**src/hdl/tsf_pkg.sv**
```systemverilog
/*
  tsf_pkg: constants and carrier types for the table stack block.
  assumes a single 250 MHz core clock; no bus, all controls are ports.
*/
`default_nettype none
package tsf_pkg;
  localparam int TSF_DATA_W = 32;
  localparam int TSF_DEPTH = 16;
  localparam int TSF_CNT_W = 5;
  localparam int TSF_IDX_W = 4;
  localparam logic [TSF_CNT_W-1:0] TSF_CNT_ZERO = 5'h00;
  localparam logic [TSF_CNT_W-1:0] TSF_CNT_ONE = 5'h01;
  localparam logic [TSF_CNT_W-1:0] TSF_CNT_FULL = 5'h10;
  localparam logic [TSF_IDX_W-1:0] TSF_IDX_ONE = 4'h1;
  localparam logic [TSF_DATA_W-1:0] TSF_DATA_RST = 32'h00000000;

  typedef logic signed [TSF_DATA_W-1:0] tsf_word_t;

  // coil group sampled each evaluation cycle
  typedef struct packed {
    logic enable;
    logic write;
    logic read_oldest;
    logic read_newest;
    logic clear;
  } tsf_coils_t;

  // status group presented to the circuit logic
  typedef struct packed {
    logic empty;
    logic full;
    logic [TSF_CNT_W-1:0] count;
  } tsf_status_t;
endpackage : tsf_pkg
`default_nettype wire

```
**src/hdl/tsf_table.sv**
```systemverilog
/*
  tsf_table: sixteen-entry signed table, written at the tail and read
  from either end; a two-entry skid buffer carries presented values.
  assumes coils come from logic on core_clk (no synchroniser needed)
  and that the consumer honours out_valid/out_ready.
*/
`timescale 1ns/1ps
`default_nettype none
module tsf_table #(
  parameter int DEPTH = tsf_pkg::TSF_DEPTH
) (
  input wire logic core_clk, // 250 MHz core clock
  input wire logic rst_n, // synchronous reset, active low
  input wire tsf_pkg::tsf_coils_t coils, // enable, write, read, clear coils
  input wire tsf_pkg::tsf_word_t entry_input_value, // value captured on write
  output tsf_pkg::tsf_word_t entry_output_value, // presented value
  output logic out_valid, // presented value waiting in buffer
  input wire logic out_ready, // consumer takes presented value
  output logic in_ready, // buffer can take another value
  output tsf_pkg::tsf_status_t status // empty, full, count
);
  import tsf_pkg::*;

  // fill levels of the skid buffer; two words is all it holds
  localparam logic [1:0] BUF_EMPTY = 2'h0;
  localparam logic [1:0] BUF_FULL = 2'h2;
  localparam int N_COILS = $bits(tsf_coils_t);

  // table storage and its pointers
  tsf_word_t mem_q [DEPTH];
  tsf_word_t mem_d [DEPTH];
  logic [TSF_IDX_W-1:0] head_q;
  logic [TSF_IDX_W-1:0] head_d;
  logic [TSF_CNT_W-1:0] cnt_q;
  logic [TSF_CNT_W-1:0] cnt_d;

  // previous coil sample and the edges found against it
  tsf_coils_t prev_q;
  tsf_coils_t prev_d;
  logic [N_COILS-1:0] rise_v;
  tsf_coils_t rise;

  // operation chosen for this cycle
  logic do_wr;
  logic do_rf;
  logic do_rl;
  logic do_clr;
  logic push;
  logic pop;
  tsf_word_t push_val;
  logic [TSF_IDX_W-1:0] tail_idx;
  logic [TSF_IDX_W-1:0] last_idx;

  // skid buffer state
  tsf_word_t buf_q [2];
  tsf_word_t buf_d [2];
  logic rd_q;
  logic rd_d;
  logic wr_q;
  logic wr_d;
  logic [1:0] fill_q;
  logic [1:0] fill_d;

  // one rising-edge detector per coil; a coil held high gives one edge
  for (genvar gi = 0; gi < N_COILS; gi++) begin : g_rise
    assign rise_v[gi] = coils[gi] && !prev_q[gi];
  end
  assign rise = rise_v;

  // enable is a level, so an enable edge with a write edge in the
  // same cycle still writes; only one operation runs per cycle
  always_comb begin
    prev_d = coils;
    do_clr = coils.enable && rise.clear;
    do_wr = coils.enable && rise.write && !do_clr
      && (cnt_q != TSF_CNT_FULL) && in_ready;
    // oldest wins if both reads strike together; a read on empty is dropped
    do_rf = coils.enable && rise.read_oldest && !do_clr
      && !do_wr && (cnt_q != TSF_CNT_ZERO) && in_ready;
    do_rl = coils.enable && rise.read_newest && !do_clr
      && !do_wr && !do_rf && (cnt_q != TSF_CNT_ZERO) && in_ready;
  end

  // the previous sample updates every cycle, so a write or read edge met by a stalled buffer is lost
  always_ff @(posedge core_clk) begin
    if (!rst_n) begin
      prev_q <= '0;
    end else begin
      prev_q <= prev_d;
    end
  end

  always_comb begin
    tail_idx = head_q + cnt_q[TSF_IDX_W-1:0];
    last_idx = tail_idx - TSF_IDX_ONE;
    mem_d = mem_q;
    head_d = head_q;
    cnt_d = cnt_q;
    push = 1'b0;
    push_val = entry_input_value;
    if (do_clr) begin
      head_d = '0;
      cnt_d = TSF_CNT_ZERO;
    end else if (do_wr) begin
      mem_d[tail_idx] = entry_input_value;
      cnt_d = cnt_q + TSF_CNT_ONE;
      push = 1'b1;
    end else if (do_rf) begin
      push_val = mem_q[head_q];
      head_d = head_q + TSF_IDX_ONE;
      cnt_d = cnt_q - TSF_CNT_ONE;
      push = 1'b1;
    end else if (do_rl) begin
      push_val = mem_q[last_idx];
      cnt_d = cnt_q - TSF_CNT_ONE;
      push = 1'b1;
    end
  end

  always_ff @(posedge core_clk) begin
    if (!rst_n) begin
      head_q <= '0;
      cnt_q <= TSF_CNT_ZERO;
      for (int i = 0; i < DEPTH; i++) begin
        mem_q[i] <= TSF_DATA_RST;
      end
    end else begin
      head_q <= head_d;
      cnt_q <= cnt_d;
      mem_q <= mem_d;
    end
  end

  // two-entry buffer: a stalled consumer loses no presented word;
  // while it is full write and read edges are dropped; a clear edge still runs
  // limitation: the consumer must drain the buffer, or table ops stall
  assign in_ready = (fill_q != BUF_FULL);
  assign out_valid = (fill_q != BUF_EMPTY);
  assign entry_output_value = buf_q[rd_q];
  assign pop = out_valid && out_ready;

  // read and write slots toggle, so an empty buffer always has rd == wr
  always_comb begin
    buf_d = buf_q;
    rd_d = rd_q;
    wr_d = wr_q;
    fill_d = fill_q;
    if (push) begin
      buf_d[wr_q] = push_val;
      wr_d = !wr_q;
    end
    if (pop) begin
      rd_d = !rd_q;
    end
    fill_d = fill_q + {1'b0, push} - {1'b0, pop};
  end

  always_ff @(posedge core_clk) begin
    if (!rst_n) begin
      buf_q[0] <= TSF_DATA_RST;
      buf_q[1] <= TSF_DATA_RST;
      rd_q <= 1'b0;
      wr_q <= 1'b0;
      fill_q <= BUF_EMPTY;
    end else begin
      buf_q <= buf_d;
      rd_q <= rd_d;
      wr_q <= wr_d;
      fill_q <= fill_d;
    end
  end

  assign status.empty = (cnt_q == TSF_CNT_ZERO);
  assign status.full = (cnt_q == TSF_CNT_FULL);
  assign status.count = cnt_q;
endmodule // tsf_table
`default_nettype wire

```
**config.mk**
```make
export PLATFORM = sky130hd
export DESIGN_NAME = tsf_table
export DESIGN_NICKNAME = d
export VERILOG_FILES = /design/src/hdl/tsf_pkg.sv /design/src/hdl/tsf_table.sv
export SDC_FILE = /design/constraint.sdc
export NUM_CORES = 2
export LEC_CHECK = 0
export BUFFER_PORTS_ARGS = -buffer_cell sky130_fd_sc_hd__buf_2
export CAP_MARGIN = 25
export CORE_ASPECT_RATIO = 0.8
export CORE_MARGIN = 3
export CORE_UTILIZATION = 57
export CTS_CLUSTER_SIZE = 10
export DETAILED_ROUTE_END_ITERATION = 10
export PLACE_DENSITY_LB_ADDON = 0.08
export SYNTH_ARGS = -nofsm -noshare
export SYNTH_HDL_FRONTEND = slang
export SYNTH_SLANG_ARGS = --single-unit
```
**constraint.sdc**
```tcl
create_clock -name core_clk -period 4.1 [get_ports core_clk]
set_input_delay 0.41 -clock core_clk [delete_from_list [all_inputs] [get_ports core_clk]]
set_output_delay 0.41 -clock core_clk [all_outputs]
set_load 0.1 [all_outputs]
```
Word-level counts from Yosys, hierarchy flattened

Index checks and enable logic that the tools add are counted.
Widths: inputs -> output; s select.

Bits of input ports: 40
Bits in registers: 593
Output and inout bits: 41

$add $sub $neg: 7
Reductions and logical operators: 39
Equality and inequality tests: 3
Muxes and demuxes: 26
Bitwise gates (word level): 8
Magnitude comparators: 7

Operators by type and width:

| cell                | count |
|---|---|
| $bwmux 512          | 1 |
| $mux 32             | 13 |
| $bmux 32 s4         | 2 |
| $demux 32 s4        | 1 |
| $bwmux 64           | 1 |
| $demux 32 s1        | 1 |
| $logic_and 1x1->1   | 23 |
| $ge 5x5->1 const B  | 3 |
| $mux 5              | 3 |
| $not 4->5           | 3 |
| $logic_not 1->1     | 9 |
| $add 5x1->5 const B | 1 |
| $eq 5x5->1 const B  | 1 |
| $logic_not 5->1     | 1 |
| $lt 5x1->1 const B  | 1 |
| $ne 5x5->1 const B  | 1 |
| $reduce_bool 5->1   | 1 |
| $sub 5x1->5 const B | 1 |
| $add 4x1->4 const B | 1 |
| $add 4x4->4         | 1 |
| $ge 2x2->1 const B  | 2 |
| $mux 1              | 4 |
| $not 1->2           | 2 |
| $reduce_and 2->1    | 2 |
| other kinds (9)     | 11 |

Depth between registers and ports, before layout

Depth after elaboration: 21
Depth in mapped cells: 16

Worst setup path before layout

OpenSTA, ideal clock, no wires.

Kind: reg2reg
Start point: register cnt_q[0]
End point: register buf_q[30] in the netlist's numbering
Slack: -188 ps
Period minus slack after synthesis: 4288 ps
Arrival time: 4162 ps
Path buffers: 3
Stages on the path, launching flop included: 14
Library setup time: 126 ps
Cell sequence: dfxtp_1 > ha_1 > inv_1 > fa_1 > inv_1 > ha_1 > buf_2 > clkbuf_1 > buf_1 > mux4_2 > mux2i_1 > mux2i_1 > o31ai_1 > o21ai_1

Cells in the longest elaborated chain, start to end: 16
Elaborated cells between the ends (all ways): 28

Ends and longest elaborated chain:

| what                                                                 | line             | RTL |
|---|---|---|
| start, declared                                                      | tsf_table.sv:34  | `logic [TSF_CNT_W-1:0] cnt_q;` |
| start signal, assigned                                               | tsf_table.sv:129 | `cnt_q <= cnt_d;` |
| parallel branches: the longest is 16 deep, another holds $add 4x4->4 | --               |  |
| end signal, assigned                                                 | tsf_table.sv:166 | `buf_q <= buf_d;` |
| end, declared                                                        | tsf_table.sv:55  | `tsf_word_t buf_q [2];` |

Parallel ways; which one is timed is not known. The select of a mux whose other input is x is not followed.
A chain may end at the register's enable or synchronous reset.

Final worst setup path

Start point: register cnt_q[0]
End point: register buf_q[43] in the netlist's numbering

The elaborated chain is that of the path after synthesis.

==> results.tsv <==
stage	metric	value	unit
yosys	post_synth_num_cell_types	52	
sta	finalSetupViolations	0	
place	place_ws	0.755	ns
yosys	synth_edf_count	0	
clocking	cts_sinks	593	
grt	grt_pass1_wl	168	mm
sta	skew	0.0254	ns
hold_path	min_to	prev_q[2]	
yosys	yosys_warnings	0	
sta	rsz0062_at_grt	false	
flow_run	cap_violations	0	
clocking	cts_buffer_depth	3	
cells_and_area	fin_nets	3373	
die	initial_core_util	57.8	%
cells_and_area	finalInstanceArea	33400	um^2
critical_path	cp-start-kind	flop	
power	power_density	428	nW/um^2
place	hpwl	62.3	mm
yosys	netlist.area_leader.share	39.0	%
clocking	clkTransAtPathRegs	0.06	ns
sta	layout_min_cycle_time	3.43	ns
clocking	postCtsSetupBuffers	0	
grt	track_usage	40.1	%
yosys	synth.area.top_cells	dfxtp_1 (39%), mux4_2 (19%), nand2_1 (13%), a21oi_1 (9.3%), clkbuf_1 (3.6%)	
critical_path	worstSetupPathType	reg2reg	
routing	avgRoutedWirePerCell	28.2	um
grt	met1_usage	53.9	%
yosys	synthCells	3422	
yosys	ys_seq_area_share	39.0	%
cells_and_area	final_util	63.4	%
sta	worst_slack	0.668	ns
die	die_w	264	um
grt	grt_util_met3	15.9	%
grt	grt-ovfl-total	0	
routing	drc	0	
die	dieArea	56200	um^2
critical_path	reg2reg_setup_slack	0.67	ns
clocking	root_buffer	clkbuf_16	
clocking	clock_latency	0.61	ns
die	io_pins	81	
hold_path	hp-start	coils[2]	
cells_and_area	syn_to_final_growth	9.74	%
clocking	cts_buffers	69	
yosys	synth_commonest_cells	nand2_1 (1080), dfxtp_1 (593), a21oi_1 (566)	
grt	grt_max_degree	172	
place	io_buffers	80	
hold_path	holdCritPathClass	in2reg	
routing	ant_nets	0	
grt	use_met2	58.1	%
power	p_leak	11.2	nW
routing	wl	113	mm
place	gp_congestion	0.902	
yosys	async_flop_share	0	%
routing	via_count	27400	
cells_and_area	final_layout_size_suffix_gt1_share	19.3	%
yosys	synth_top_cell_by_area	dfxtp_1	
die	core	52600	um^2
sta	worstMarginPinSlew	0.992	ns
routing	dr.pass1.iters	7	
critical_path	regToRegEndpoint	buf_q[43]	
cells_and_area	regArea	11900	um^2
yosys	yosysMostFrequentCell	nand2_1	
yosys	synth_flop_cell	dfxtp_1	
die	dieHeight	213	um
sta	final_max_slew_viol_count	0	
routing	drt-initial-drc-count	4023	
power	power	0.0143	W
critical_path	required	4.58	ns
clocking	cts_resized	0	
routing	via_per_inst	6.79	
die	row_count	75	
critical_path	cp-end-kind	flop	
sta	period_share	83.7	%
clocking	htree_levels	3	
sta	slew_headroom	33.9	%
cells_and_area	fillCellCount	4270	
sta	fin_tns_setup	0	ns
yosys	postSynthAreaPerCell	8.89	um^2
sta	hold_viol_final	0	
power	peakVddDrop	0.374	mV
grt	antenna_found_initial	7	
critical_path	rr_startpoint	cnt_q[0]	
sta	fmax	0.291	GHz
yosys	netlist_area	30400	um^2
place	placed_cell_area	31600	um^2
yosys	synth_nets	3476	
grt	top_usage_layer	met2	
run_status	status	completed	
critical_path	worst_ep_arrival_time	3.92	ns
critical_path	reg2reg_depth	11	
hold_path	hold_depth	2	
clocking	cts_hold_buf	0	
yosys	synth_seq_cells	593	
clocking	cts_tree	yes	
grt	grt_pass1_vias	26300	
critical_path	path_max_fanout	30	
cells_and_area	multi_input_area	17400	um^2
-- cell families after synthesis --
family	Yosys count	share of synthesized area [%]
AOI/OAI and AO/OA	711	12.8
xor gates and xnor gates	17	0.584
adders and majority gates	14	0.625
buffers and inverters	360	4.65
DFF	593	39.0
muxes	417	24.5
and+or+nand+nor	1310	17.8
-- where the power goes --
part           switching [W]  internal, W  leakage [nW]
Combinational        0.00205     0.000877          5.55
Sequential         0.0000701      0.00587          4.78
Clock                0.00234      0.00309         0.900
-- through the flow --
step / cells / hold slack (ns)
after floorplan: 3422 / 0.443
after global placement: 3939 / 0.450
after detailed placement: 3941 / 0.458
after CTS: 4020 / 0.0281
after global routing: 4020 / 0.0387
final: 4026 / 0.0450
-- cell type report --
type | count | area share (%)
antenna | 6 | 0.0450
clock buffer | 78 | 5.46
clock inverter | 1 | 0.0262
inverter | 11 | 0.146
multi-input combinational | 2469 | 52.1
sequential | 593 | 35.6
tap | 693 | 2.60
timing repair buffer | 175 | 4.06
-- worst max-delay path, cell delays in order, from the launching register on --
cell     delay, ns
dfxtp_2       0.45
ha_4          0.17
inv_1         0.04
fa_1          0.55
inv_1         0.12
ha_4          0.50
buf_12        0.28
mux4_2        0.53
mux2i_1       0.17
mux2_2        0.17
nand2_1       0.06
a31o_1        0.23
-- worst max-delay path by stage --
stage                    from         to  slack (ns)  depth (start not counted)
finish               cnt_q[0]  buf_q[43]        0.67                         11
global route         cnt_q[0]  buf_q[43]        0.52                         11
floorplan           head_q[1]  buf_q[24]       0.002                         16
detailed placement   cnt_q[0]  buf_q[20]        0.75                         11
global placement     cnt_q[0]  buf_q[46]        0.79                         11
CTS                  cnt_q[0]  buf_q[43]        0.71                         11
-- sequential cells by signal, summed over array words and instances, names as in the netlist --
register and count:
mem_q 512, buf_q 64, cnt_q 5, head_q 4, prev_q 4, fill_q 2, rd_q 1, wr_q 1
-- cells in the final DEF (no fill, tap or decap), drive strengths merged, types with 2 or more instances in the layout --
master   synthesis  final
o31ai           15     15
nor2            17     17
dfxtp          593    593
inv             10     12
a2111oi         16     16
nand2b          21     21
diode            0      6
and3            70     70
mux4           256    256
nand2         1080   1080
a21o             3      3
mux2            64     64
mux2i           97     97
and2             6      6
o21ai           32     32
nand3           22     22
a31o            34     34
or2              2      2
o211ai           2      2
nor3b           15     15
ha              12     12
clkbuf         292     78
nor4             3      3
a31oi           17     17
o2111ai          3      3
xor2             4      4
nor3            35     35
xnor2           12     12
or4              2      2
o22ai           18     18
a211oi           2      2
a21oi          566    566
fa               2      2
buf             57    175
nor2b           35     35
-- per-layer routing --
layer / vias to the layer above / wire length (um)
li1: 11800 / -
met1: 13200 / 42000
met2: 2024 / 47300
met3: 388 / 18900
met4: 4 / 5190
met5: - / 25
Note: power is estimated with default switching activity, not from simulation.
